File: src/uart_pm_pkg.sv
package uart_pm_pkg;

  // Register addresses on the 3-bit host address
  localparam logic [2:0] ADDR_DATA = 3'h0;
  localparam logic [2:0] ADDR_IER = 3'h1;
  localparam logic [2:0] ADDR_ISR = 3'h2;
  localparam logic [2:0] ADDR_LCR = 3'h3;
  localparam logic [2:0] ADDR_MCR = 3'h4;
  localparam logic [2:0] ADDR_LSR = 3'h5;
  localparam logic [2:0] ADDR_MSR = 3'h6;
  localparam logic [2:0] ADDR_SPR = 3'h7;

  // Key values and field positions
  localparam logic [7:0] LCR_ENH_KEY = 8'hbf;
  localparam int LCR_DIV_BIT = 7;
  localparam int IER_SLEEP_BIT = 4;
  localparam int FCR_WAKE_BIT = 3;
  localparam int MCR_LOOP_BIT = 4;
  localparam int MCR_IR_BIT = 6;
  localparam int MCR_RTS_BIT = 1;
  localparam int MCR_DTR_BIT = 0;
  localparam int MCR_OP1_BIT = 2;
  localparam int MCR_OP2_BIT = 3;
  localparam int EFR_ENH_BIT = 4;
  localparam int FEATURE_CONTROL_SEL_BIT = 6;

  // Reset values
  localparam logic [7:0] REG_RESET = 8'h00;
  localparam logic [7:0] ISR_NONE = 8'h01;

  // Identity codes; values arbitrary
  localparam logic [7:0] REVISION_CODE = 8'h01;
  localparam logic [7:0] IDENT_CODE = 8'h5a;

  // Modem inputs as a group, active low at pins
  typedef struct packed {
    logic carrier_detect_in;
    logic ring_indicate_in;
    logic data_set_ready_in;
    logic clear_to_send_in;
  } modem_in_t;

  typedef enum logic [1:0] {ST_AWAKE, ST_SLEEP, ST_SAVE} pm_state_t;

endpackage

File: src/uart_pm_core.sv
// Notes on behaviour
// - Sleep needs idle, enable, quiet modem, empty FIFOs
// - Oscillator output stops while asleep
// - Wake on start edge, transmit load, modem change
// - Re-enter sleep once interrupts serviced
// - Modem status read clears change bits
// - Never enter sleep with an interrupt pending
// - Cycling continues until sleep enable cleared
// - Power-save pin plus sleep isolates host bus
// - Power-save wakes only on line or modem
// - Return to power-save after servicing
// - Leave power-save on enable or pin low
// - FIFO control bit 3 enables wake interrupt
// - Modem control bit 4 selects loopback
// - Loopback feeds transmit shifter into receiver
// - Loopback holds TX mark, outputs inactive
// - Address 0 holds receive/transmit data
// - Divisor bank at 0,1 and fraction at 2
// - Zero divisor exposes revision and identity codes
// - Address 2 interrupt status or FIFO control
// - Key value selects the enhanced bank
// - Feature bit 6 picks scratch or level
`timescale 1ns/1ps
`default_nettype none

module uart_pm_core (
  // Clock and reset
  input wire logic clk,
  input wire logic sys_rst,
  // Host bus, pins
  input wire logic [2:0] bus_addr,
  input wire logic [7:0] bus_wdata,
  input wire logic bus_write_strobe_n,
  input wire logic bus_read_strobe_n,
  input wire logic chip_select_n,
  output logic [7:0] bus_rdata,
  output logic bus_rdata_oe,
  // Power control pin
  input wire logic power_save_pin,
  // Serial and modem pins
  input wire logic rx_pin,
  input wire uart_pm_pkg::modem_in_t modem_pins,
  output logic tx_pin,
  output logic request_to_send_n,
  output logic terminal_ready_n,
  output logic oscillator_output_pin,
  // UART core, same clock
  input wire logic core_tx_serial,
  input wire logic [7:0] core_rx_data,
  input wire logic [7:0] core_line_status,
  input wire logic [7:0] core_rx_level,
  input wire logic core_int_pending,
  input wire logic core_fifos_empty,
  output logic core_rx_serial,
  output logic [7:0] core_tx_data,
  output logic core_tx_load,
  output logic core_rx_pop,
  output logic asleep,
  output logic wake_irq
);
  import uart_pm_pkg::*;

  typedef struct packed {
    logic [1:0] rx_s;
    logic [1:0] ps_s;
    logic [1:0] wr_s;
    logic [1:0] rd_s;
    logic [1:0] cs_s;
    logic wr_last;
    logic rd_last;
    logic cs_last;
    logic [2:0] addr_s0;
    logic [2:0] addr_s1;
    logic [7:0] data_s0;
    logic [7:0] data_s1;
    modem_in_t mdm_s0;
    modem_in_t mdm_s1;
    modem_in_t mdm_last;
    logic rx_last;
    logic [3:0] delta;
    logic [7:0] interrupt_enable;
    logic [7:0] line_control;
    logic [7:0] modem_control;
    logic [7:0] dll;
    logic [7:0] divisor_high;
    logic [7:0] divisor_fraction;
    logic [7:0] enhanced_function;
    logic [7:0] feature_control;
    logic [7:0] scratch_pad;
    logic [7:0] enhanced_mode_select;
    logic [7:0] fifo_trigger_level;
    logic [7:0] msr_wr;
    logic [3:0][7:0] flow_char;
    logic wake_en;
    logic [7:0] fifo_control;
    pm_state_t pm;
    logic osc;
    logic [7:0] rdata;
    logic rdata_oe;
    logic [7:0] tx_data;
    logic tx_load;
    logic rx_pop;
    logic rx_ser;
    logic tx_out;
    logic rts_n;
    logic dtr_n;
    logic wirq;
  } state_t;

  state_t cur;
  state_t next_cur;

  logic wr_edge;
  logic rd_edge;
  logic enh_bank;
  logic div_bank;
  logic div_zero;
  logic loop_on;
  logic rx_idle;
  logic start_edge;
  logic modem_change;
  logic sleep_ok;
  logic bus_isolated;
  modem_in_t mdm_eff;
  logic [7:0] msr_val;
  logic [7:0] isr_val;
  logic [7:0] rd_val;

  always_comb begin
    next_cur = cur;
    // Two-flop synchronisers for all pins
    next_cur.rx_s = {cur.rx_s[0], rx_pin};
    next_cur.ps_s = {cur.ps_s[0], power_save_pin};
    next_cur.wr_s = {cur.wr_s[0], bus_write_strobe_n};
    next_cur.rd_s = {cur.rd_s[0], bus_read_strobe_n};
    next_cur.cs_s = {cur.cs_s[0], chip_select_n};
    // Edge history taken from the second stage only, never the first
    next_cur.wr_last = cur.wr_s[1];
    next_cur.rd_last = cur.rd_s[1];
    next_cur.cs_last = cur.cs_s[1];
    next_cur.addr_s0 = bus_addr;
    next_cur.addr_s1 = cur.addr_s0;
    next_cur.data_s0 = bus_wdata;
    next_cur.data_s1 = cur.data_s0;
    next_cur.mdm_s0 = modem_pins;
    next_cur.mdm_s1 = cur.mdm_s0;

    loop_on = cur.modem_control[MCR_LOOP_BIT];
    // Loopback feeds modem outputs back, active low like pins
    mdm_eff = loop_on ? modem_in_t'({~cur.modem_control[MCR_OP2_BIT], ~cur.modem_control[MCR_OP1_BIT],
                                     ~cur.modem_control[MCR_DTR_BIT], ~cur.modem_control[MCR_RTS_BIT]})
                      : cur.mdm_s1;
    next_cur.mdm_last = mdm_eff;
    modem_change = (mdm_eff != cur.mdm_last);

    // Receive path: pin or looped transmit shifter
    next_cur.rx_ser = loop_on ? core_tx_serial : cur.rx_s[1];
    next_cur.rx_last = cur.rx_ser;
    start_edge = cur.rx_last && !cur.rx_ser;
    rx_idle = cur.modem_control[MCR_IR_BIT] ? !cur.rx_ser : cur.rx_ser;

    // Outputs inactive in loopback
    next_cur.tx_out = loop_on ? 1'b1 : core_tx_serial;
    next_cur.rts_n = loop_on ? 1'b1 : ~cur.modem_control[MCR_RTS_BIT];
    next_cur.dtr_n = loop_on ? 1'b1 : ~cur.modem_control[MCR_DTR_BIT];

    // Power-save cuts the host bus off
    bus_isolated = (cur.pm == ST_SAVE);
    rd_edge = !bus_isolated && !cur.cs_s[1] && !cur.rd_s[1];

    enh_bank = (cur.line_control == LCR_ENH_KEY);
    div_bank = cur.line_control[LCR_DIV_BIT] && !enh_bank;
    div_zero = (cur.dll == REG_RESET) && (cur.divisor_high == REG_RESET);

    // Modem status with sticky change bits; change wins over read clear
    msr_val = {~mdm_eff.carrier_detect_in, ~mdm_eff.ring_indicate_in,
               ~mdm_eff.data_set_ready_in, ~mdm_eff.clear_to_send_in, cur.delta};
    isr_val = core_int_pending ? 8'hc0 : 8'hc1;

    // Read decode
    rd_val = REG_RESET;
    unique case (cur.addr_s1)
      ADDR_DATA: begin
        if (enh_bank) rd_val = core_rx_level;
        else if (div_bank) rd_val = div_zero ? REVISION_CODE : cur.dll;
        else rd_val = core_rx_data;
      end
      ADDR_IER: begin
        if (enh_bank) rd_val = cur.feature_control;
        else if (div_bank) rd_val = div_zero ? IDENT_CODE : cur.divisor_high;
        else rd_val = cur.interrupt_enable;
      end
      ADDR_ISR: begin
        if (enh_bank) rd_val = cur.enhanced_function;
        else if (div_bank && cur.enhanced_function[EFR_ENH_BIT]) rd_val = cur.divisor_fraction;
        else rd_val = isr_val;
      end
      ADDR_LCR: rd_val = cur.line_control;
      ADDR_MCR: rd_val = enh_bank ? cur.flow_char[0] : cur.modem_control;
      ADDR_LSR: rd_val = enh_bank ? cur.flow_char[1] : core_line_status;
      ADDR_MSR: rd_val = enh_bank ? cur.flow_char[2] : msr_val;
      ADDR_SPR: begin
        if (enh_bank) rd_val = cur.flow_char[3];
        else if (cur.feature_control[FEATURE_CONTROL_SEL_BIT]) rd_val = core_rx_level;
        else rd_val = cur.scratch_pad;
      end
    endcase
    next_cur.rdata = rd_val;
    next_cur.rdata_oe = rd_edge;

    // One-shot access detection on strobe edges
    next_cur.tx_load = 1'b0;
    next_cur.rx_pop = 1'b0;
    // Write lands as the strobe returns high, while select was still low
    wr_edge = !bus_isolated && !cur.cs_last && !cur.wr_last && cur.wr_s[1];
    if (wr_edge) begin
      unique case (cur.addr_s1)
        ADDR_DATA: begin
          if (enh_bank) next_cur.fifo_trigger_level = cur.data_s1;
          else if (div_bank) next_cur.dll = cur.data_s1;
          else begin
            next_cur.tx_data = cur.data_s1;
            next_cur.tx_load = 1'b1;
          end
        end
        ADDR_IER: begin
          if (enh_bank) next_cur.feature_control = cur.data_s1;
          else if (div_bank) next_cur.divisor_high = cur.data_s1;
          else next_cur.interrupt_enable = cur.data_s1;
        end
        ADDR_ISR: begin
          if (enh_bank) next_cur.enhanced_function = cur.data_s1;
          else if (div_bank && cur.enhanced_function[EFR_ENH_BIT]) next_cur.divisor_fraction = cur.data_s1;
          else begin
            next_cur.fifo_control = cur.data_s1;
            next_cur.wake_en = cur.data_s1[FCR_WAKE_BIT];
          end
        end
        ADDR_LCR: next_cur.line_control = cur.data_s1;
        ADDR_MCR: begin
          if (enh_bank) next_cur.flow_char[0] = cur.data_s1;
          else next_cur.modem_control = cur.data_s1;
        end
        ADDR_LSR: begin
          if (enh_bank) next_cur.flow_char[1] = cur.data_s1;
        end
        ADDR_MSR: begin
          if (enh_bank) next_cur.flow_char[2] = cur.data_s1;
          else if (cur.enhanced_function[EFR_ENH_BIT]) next_cur.msr_wr = cur.data_s1;
        end
        ADDR_SPR: begin
          if (enh_bank) next_cur.flow_char[3] = cur.data_s1;
          else if (cur.feature_control[FEATURE_CONTROL_SEL_BIT]) next_cur.enhanced_mode_select = cur.data_s1;
          else next_cur.scratch_pad = cur.data_s1;
        end
      endcase
    end
    // Read pops receive data once per strobe; ADDR_MSR read clears deltas
    if (!bus_isolated && !cur.cs_last && !cur.rd_last && cur.rd_s[1] && !enh_bank &&
        !div_bank && cur.addr_s1 == ADDR_DATA)
      next_cur.rx_pop = 1'b1;
    if (!bus_isolated && !cur.cs_last && !cur.rd_last && cur.rd_s[1] && !enh_bank &&
        cur.addr_s1 == ADDR_MSR)
      next_cur.delta = 4'h0;
    if (modem_change)
      next_cur.delta = cur.delta | (mdm_eff ^ cur.mdm_last);

    // Sleep entry conditions
    sleep_ok = !core_int_pending && cur.interrupt_enable[IER_SLEEP_BIT] && (cur.delta == 4'h0) &&
               rx_idle && !div_zero && core_fifos_empty;

    next_cur.wirq = 1'b0;
    unique case (cur.pm)
      ST_AWAKE: begin
        if (sleep_ok && !next_cur.tx_load && !modem_change)
          next_cur.pm = cur.ps_s[1] ? ST_SAVE : ST_SLEEP;
      end
      ST_SLEEP: begin
        if (start_edge || next_cur.tx_load || modem_change || !sleep_ok) begin
          next_cur.pm = ST_AWAKE;
          next_cur.wirq = cur.wake_en;
        end else if (cur.ps_s[1]) next_cur.pm = ST_SAVE;
      end
      ST_SAVE: begin
        if (start_edge || modem_change) begin
          next_cur.pm = ST_AWAKE;
          next_cur.wirq = cur.wake_en;
        end else if (!cur.interrupt_enable[IER_SLEEP_BIT] || !cur.ps_s[1])
          next_cur.pm = ST_AWAKE;
      end
    endcase

    // Oscillator output stands still while asleep
    next_cur.osc = (next_cur.pm == ST_AWAKE) ? ~cur.osc : 1'b0;
  end

  // Single state register
  always_ff @(posedge clk) begin
    if (sys_rst) begin
      cur <= '0;
      cur.rx_s <= 2'b11;
      cur.wr_s <= 2'b11;
      cur.rd_s <= 2'b11;
      cur.cs_s <= 2'b11;
      cur.wr_last <= 1'b1;
      cur.rd_last <= 1'b1;
      cur.cs_last <= 1'b1;
      cur.mdm_s0 <= '1;
      cur.mdm_s1 <= '1;
      cur.mdm_last <= '1;
      cur.rx_last <= 1'b1;
      cur.rx_ser <= 1'b1;
      cur.tx_out <= 1'b1;
      cur.rts_n <= 1'b1;
      cur.dtr_n <= 1'b1;
      cur.pm <= ST_AWAKE;
      cur.wake_en <= 1'b0;
    end else begin
      cur <= next_cur;
    end
  end

  // Outputs straight from flops, except asleep, decoded from pm
  assign bus_rdata = cur.rdata;
  assign bus_rdata_oe = cur.rdata_oe;
  assign tx_pin = cur.tx_out;
  assign request_to_send_n = cur.rts_n;
  assign terminal_ready_n = cur.dtr_n;
  assign oscillator_output_pin = cur.osc;
  assign core_rx_serial = cur.rx_ser;
  assign core_tx_data = cur.tx_data;
  assign core_tx_load = cur.tx_load;
  assign core_rx_pop = cur.rx_pop;
  assign asleep = (cur.pm != ST_AWAKE);
  assign wake_irq = cur.wirq;

endmodule

`default_nettype wire

File: config.mk
export PLATFORM = sky130hd
export DESIGN_NAME = uart_pm_core
export DESIGN_NICKNAME = d
export VERILOG_FILES = /design/src/uart_pm_pkg.sv /design/src/uart_pm_core.sv
export SDC_FILE = /design/constraint.sdc
export NUM_CORES = 1
export LEC_CHECK = 0
export BUFFER_PORTS_ARGS = -buffer_cell sky130_fd_sc_hd__buf_2
export CAP_MARGIN = 25
export CORE_MARGIN = 2
export CORE_UTILIZATION = 25
export CTS_CLUSTER_SIZE = 14
export DETAILED_ROUTE_END_ITERATION = 8
export PLACE_DENSITY = 0.41
export SETUP_SLACK_MARGIN = 0.1
export SKIP_LAST_GASP = 1
export SYNTH_ARGS = -nofsm -noshare
export SYNTH_HDL_FRONTEND = slang
export SYNTH_SLANG_ARGS = --single-unit
File: constraint.sdc
create_clock -name clk -period 5.24 [get_ports clk]
set_input_delay 0.262 -clock clk [delete_from_list [all_inputs] [get_ports clk]]
set_output_delay 0.262 -clock clk [all_outputs]
set_load 0.02 [all_outputs]
==> impl_metrics.yaml, run 1 <==
die:
  starting_density_of_the_core: 0.2519
  die-height_um: 178.9
  core_area_um2: 30350
  die_w_um: 178.9
  placement_rows: 64
  top_level_ports: 75
  die_area_um2: 31990
clocking:
  total_clock_sinks: 184
  cts_tree: "built"
  deepest_clock_path_buffer_count: 2
  cts_buffers: 17
  cts.repair.resized: 0
  clkTransAtPathRegs_ps: 70
  htreeDepth: 4
  cts_root_buffer: "clkbuf_16"
  clock_latency_reported_for_the_late_side_of_the_worst_skew_pair_ps: 440
min_path:
  timing.hold.worst.start: "modem_pins[3]"
  worstHoldPathType: "in -> reg"
  hold_end: "cur[180]"
  hold_depth: 2
drt:
  post_drt_wl_per_cell_um: 19.84
  count_of_vias_placed_by_the_detailed_router: 6405
  viasPerCell: 4.819
  drt_first_pass_iters: 5
  post-route-drc-count: 0
  drt_first_iter_violations: 482
  drt_wl_total_mm: 26.37
  drtAntennaViolNets: 0
timing:
  final-hold-violation-count: 0
  max_slew.worst_pin.slew_ps: 973.5
  whs_ps: 9.207
  finalWorstSetupSlack_ps: 1939
  timing.fmax_mhz: 302.9
  layout_min_cycle_time_ps: 3301
  worst_clock_skew_ps: 12.40
  timing.setup.tns_ps: 0
  setup_viol_count_final: 0
  unrepaired_setup_endpoints_after_global_routing: "no"
  report.final.slew_viol_count: 0
  final_worst_path_cycle_share: 0.6300
  slew-limit-headroom: 0.3501
synth:
  ys_flop_type: "dfxtp_1"
  yosys-top-cells-count: "dfxtp_1 (184), nand2_1 (173), nor2_1 (84)"
  yosys.area.top_type: "dfxtp_1"
  post_synth.cell_area_avg_um2: 8.628
  ys_async_sr_fraction: 0
  netlist.area_leader.share: 0.4818
  synth_cells: 886
  synth_seq_cells: 184
  synth_most_common_cell: "dfxtp_1"
  synth.net_count: 938
  yosys-top-cells-area: "dfxtp_1 (48%), mux2i_1 (8.8%), nand2_1 (8.5%)"
  yosysUniqueCellTypes: 65
  ys.warnings.count: 0
  synth_sequential_area_ratio: 0.4818
  synth.cell_area_um2: 7645
  synth_enable_flop_cells: 0
critical_path:
  timing.critical_path.depth: 8
  beginning_of_the_critical_path: "cur[25]"
  worstRegToRegCells: 8
  critical_path.reg2reg.endpoint: "oscillator_output_pin"
  start_kind: "flip-flop"
  critical-path-slowest-cell: "or4b_1"
  worst_path_largest_cell_delay_ps: 800
  cp_cell_sequence: "inv_1 -> ha_1 -> or4b_1 -> nor3_1 -> nor2_1 -> nor4b_1 -> or3_4 -> a2111oi_2"
  r2r_slack_ps: 1940
  critical_path.top_delay_family: "simple AND/OR/NAND/NOR gates"
  critical_path.max_fanout: 6
  sum_of_buffers_and_inverters_on_the_critical_path: 1
  worstSetupPathType: "reg -> reg"
  worstSetupEndpointType: "flip-flop"
  crit_arrival_ps: 3640
  crit_required_ps: 5580
  rr_startpoint: "cur[25]"
final_layout:
  fin_nets: 973
  post-route-util: 0.2934
  flow.area_growth_from_synthesis_pct: 16.46
  antenna_cells_inserted: 0
  drive_above_1_share: 0.1586
  final_cells: 1329
outcome:
  run_status: "finished, final reports clean"
power:
  seqPwrFrac: 0.494
  net_switching_share_of_the_total_power: 0.2421
  power.ir.vdd_worst_mv: 0.2202
  p_leak_nw: 3.274
  power.switching_uw: 714.3
  combinationalPowerShare: 0.050
  power-per-cell-area_nw_per_um2: 331.4
  p_clk_frac: 0.456
  power.internal_mw: 2.236
grt:
  grt_util_all_layers: 0.1688
  grt_pass1_vias: 6109
  antenna_found_initial: 1
  grt_max_degree: 62
  grt_pass1_wl_mm: 39.54
  gr-total-overflow: 0
flow_run:
  maxCapViolCount: 0
placed_design:
  gp_congestion: 0.8349
  pre_cts_ws_ps: 1933
  portBuffers: 74
  detailedPlacementHpwl_mm: 18.32
  dpl.cell_count: 1293
[layer usage]
layer / routed length (um) / vias up / track usage
met5: 13 / - / 0
met4: 361 / 2 / 0.04302
met3: 1296 / 26 / 0.03308
met2: 11920 / 171 / 0.2614
met1: 12780 / 3101 / 0.2392
li1: - / 3105 / -
[kinds of logic (layout without fill, tap and decap cells)]
kind of cell	after synthesis	after routing	synth area share
AO/OA/AOI/OAI	159	159	0.1314
XOR/XNOR	5	5	0.005728
adder cells (fa/ha/maj)	3	3	0.004911
buffers and inverters	86	133	0.05123
flip-flops	184	184	0.4818
multiplexers	71	71	0.09574
AND/OR/NAND/NOR	378	378	0.2291
[area by class of cell]
class	count	area (um2)
fillers	3280	21450
flip-flops and latches	184	3684
multi-input cells	616	3576
repair buffers	90	505.5
well taps	396	495.5
clock buffers	19	432.9
clock inverters	12	165.2
inverters	12	45.04
[per-stage QoR]
step | power [mW] | area, um2
2_1_floorplan | 1.564 | 7645
5_1_grt | 3.062 | 8904
4_1_cts | 2.988 | 8904
3_5_place_dp | 1.634 | 8255
6_report | 2.950 | 8904
3_3_place_gp | 1.635 | 8255
[placed cells by master (no fill, tap or decap), types with 4 or more instances in the layout]
cell type      synthesis  routed
nor3b_1                4       4
clkbuf_16              0      17
buf_4                 16      12
xnor2_1                5       5
dfxtp_1              184     184
buf_2                  1      73
nand4_1                8       8
nand3_1               19      19
a311oi_1               4       4
nor4_1                 6       6
a221oi_1               9       9
a2111oi_0              5       5
a22oi_1                9       9
o21ai_0               19      19
or2_2                 21      21
nor2b_1               26      26
nand2_1              173     173
inv_1                 12      12
dlygate4sd3_1          0       5
nor2_1                84      84
and3_1                 4       4
a31oi_1                6       6
mux2i_1               67      67
nor3_1                 9       9
a21oi_1               78      78
[worst max path at each step]
| stage | end | slack [ps] |
|---|---|---|
| floorplan | oscillator_output_pin | 2740 |
| global placement | oscillator_output_pin | 1920 |
| detailed placement | oscillator_output_pin | 1930 |
| CTS | oscillator_output_pin | 1890 |
| global route | oscillator_output_pin | 1670 |
| finish | oscillator_output_pin | 1940 |
[registers in the layout, summed over array words and instances (netlist names)]
name and count:
core_rx_serial 1, core_tx_load 1, bus_rdata_oe 1, tx_pin 1, oscillator_output_pin 1, core_rx_pop 1, cur 159, core_tx_data 8
bus_rdata 8, wake_irq 1, request_to_send_n 1, terminal_ready_n 1
[power groups by stage]
| stage | clock, mW | combinational [mW] | sequential, mW |
|---|---|---|---|
| 3_5_place_dp | 0 | 0.144 | 1.49 |
| 2_1_floorplan | 0 | 0.0959 | 1.47 |
| 6_report | 1.35 | 0.147 | 1.46 |
| 5_1_grt | 1.44 | 0.160 | 1.46 |
| 4_1_cts | 1.38 | 0.148 | 1.46 |
| 3_3_place_gp | 0 | 0.146 | 1.49 |
[what timing repair did]
action	in CTS	in global routing
buffers inserted	0	0
hold endpoints to repair	5	0
hold buffers	5	0
setup endpoints to repair	0	0
Power figures use the tool's default switching activity.
==> run 2, diff against run 1 <==
clock period = 3.35 ns   (was 5.24 ns; I/O delays follow)
==> impl_metrics.yaml, run 2 (synthesis results as in run 1) <==
outcome:
  run_status: "finished, final reports clean"
final_layout:
  layout.cells.most_common_list: "dfxtp_1 (184), nand2_1 (173), nor2_1 (84), a21oi_1 (78), buf_2 (73)"
  antenna_cells_inserted: 0
  largest_reg_flops: 159
  drive_above_1_share: 0.1710
  fin_nets: 1004
  regMostFlops: "cur"
  flow.area_growth_from_synthesis_pct: 20.11
  final_common_cell: "dfxtp_1"
  post-route-util: 0.3026
timing:
  setup_viol_count_final: 0
  max_slew.worst_pin.slew_ps: 1016
  final_worst_path_cycle_share: 0.8786
  slew-limit-headroom: 0.3225
  report.final.slew_viol_count: 0
  timing.setup.tns_ps: 0
  timing.fmax_mhz: 339.8
  worst_clock_skew_ps: 11.62
  unrepaired_setup_endpoints_after_global_routing: "no"
  final-hold-violation-count: 0
  layout_min_cycle_time_ps: 2943
clocking:
  clock_latency_reported_for_the_late_side_of_the_worst_skew_pair_ps: 440
  clkTransAtPathRegs_ps: 70
  cts_tree: "built"
  cts.repair.resized: 0
  cts_buffers: 17
  post_cts.repair.setup_buffers: 0
  ctsHoldBuffers: 21
  htreeDepth: 4
  deepest_clock_path_buffer_count: 2
  total_clock_sinks: 184
  cts_root_buffer: "clkbuf_16"
grt:
  grt_pass1_vias: 6232
  gr-total-overflow: 0
  grt_max_degree: 99
  grt_pass1_wl_mm: 39.18
  grt_util_all_layers: 0.1659
  antenna_found_initial: 0
die:
  core_area_um2: 30350
  starting_density_of_the_core: 0.2519
  die_w_um: 178.9
  die-height_um: 178.9
  top_level_ports: 75
  placement_rows: 64
  die_area_um2: 31990
critical_path:
  worstSetupEndpointType: "flip-flop"
  cp_cell_sequence: "and4b_1 -> nand4_1 -> nand3_1 -> o221ai_1 -> o211ai_1 -> a2111oi_0 -> buf_4 -> a221oi_1"
  start_kind: "flip-flop"
  crit_arrival_ps: 3240
  critical_path.max_fanout: 8
  rr_startpoint: "cur[154]"
  critical-path-slowest-cell: "a2111oi_0"
  critical_path.top_delay_family: "compound AO/OA/AOI/OAI gates"
  sum_of_buffers_and_inverters_on_the_critical_path: 1
  worst_path_largest_cell_delay_ps: 740
  beginning_of_the_critical_path: "cur[154]"
  worstSetupPathType: "reg -> reg"
  crit_required_ps: 3650
drt:
  viasPerCell: 4.733
  post_drt_wl_per_cell_um: 19.06
  drt_first_iter_violations: 487
  post-route-drc-count: 0
  drt_wl_total_mm: 25.94
  drt_first_pass_iters: 5
  count_of_vias_placed_by_the_detailed_router: 6441
  drtAntennaViolNets: 0
placed_design:
  detailedPlacementHpwl_mm: 18.16
  portBuffers: 74
  gp_congestion: 0.8188
power:
  p_clk_frac: 0.451
  combinationalPowerShare: 0.056
  p_leak_nw: 3.424
  power.internal_mw: 3.457
  net_switching_share_of_the_total_power: 0.2496
  seqPwrFrac: 0.494
  power.ir.vdd_worst_mv: 0.3464
  power-per-cell-area_nw_per_um2: 501.7
  power_mw: 4.607
  power.switching_mw: 1.150
min_path:
  worstHoldPathType: "in -> reg"
  timing.hold.worst.start: "core_rx_data[7]"
flow_run:
  maxCapViolCount: 0
[run 2: power groups by stage]
stage	clock network, mW	logic (mW)	registers (mW)
2_1_floorplan	0	0.150	2.30
3_3_place_gp	0	0.241	2.33
3_5_place_dp	0	0.239	2.33
4_1_cts	2.14	0.258	2.27
5_1_grt	2.22	0.279	2.28
6_report	2.08	0.256	2.27
[run 2: through the flow]
step / cell area (um2) / cells / worst slack [ps] / hold WS [ps]
finish: 9183 / 1361 / 406.9 / 108.0
CTS: 9183 / 1361 / 400.1 / 79.32
floorplan: 7645 / 886 / 845.0 / 271.3
global placement: 8381 / 1308 / 214.4 / 353.0
detailed placement: 8381 / 1308 / 421.9 / 353.5
global route: 9183 / 1361 / 159.0 / 121.0
[run 2: path summary, 6_finish.rpt]
| kind | endpoint | slack, ps | cells past startpoint |
|---|---|---|---|
| worst max-delay path | bus_rdata[7] | 410 | 8 |
| worst min-delay path | bus_rdata[7] | 110 | 3 |
| worst max register to register | bus_rdata[7] | 410 | 8 |
| worst min register to register | cur[207] | 410 | 1 |
[run 2: worst register-to-register path: cells and delay by family, from the launching register on]
| family | cells | cell delay (ps) |
|---|---|---|
| AO/OA/AOI/OAI | 4 | 1290 |
| buffers and inverters | 1 | 230 |
| flip-flops | 1 | 360 |
| AND/OR/NAND/NOR | 3 | 920 |
[run 2: metal layers]
metal / track usage / wire length [um] / vias up
li1: - / - / 3167
met1: 0.2349 / 12670 / 3082
met2: 0.2566 / 11720 / 174
met3: 0.02799 / 1155 / 18
met4: 0.04980 / 397 / 0
met5: 0 / 0 / -
[run 2: layout make-up]
class	count	area, um2
Fill cell	3218	21170
Sequential cell	184	3684
Multi-Input combinational cell	616	3576
Timing Repair Buffer	121	790.8
Tap cell	396	495.5
Clock buffer	18	429.2
Clock inverter	14	162.7
Inverter	12	45.04
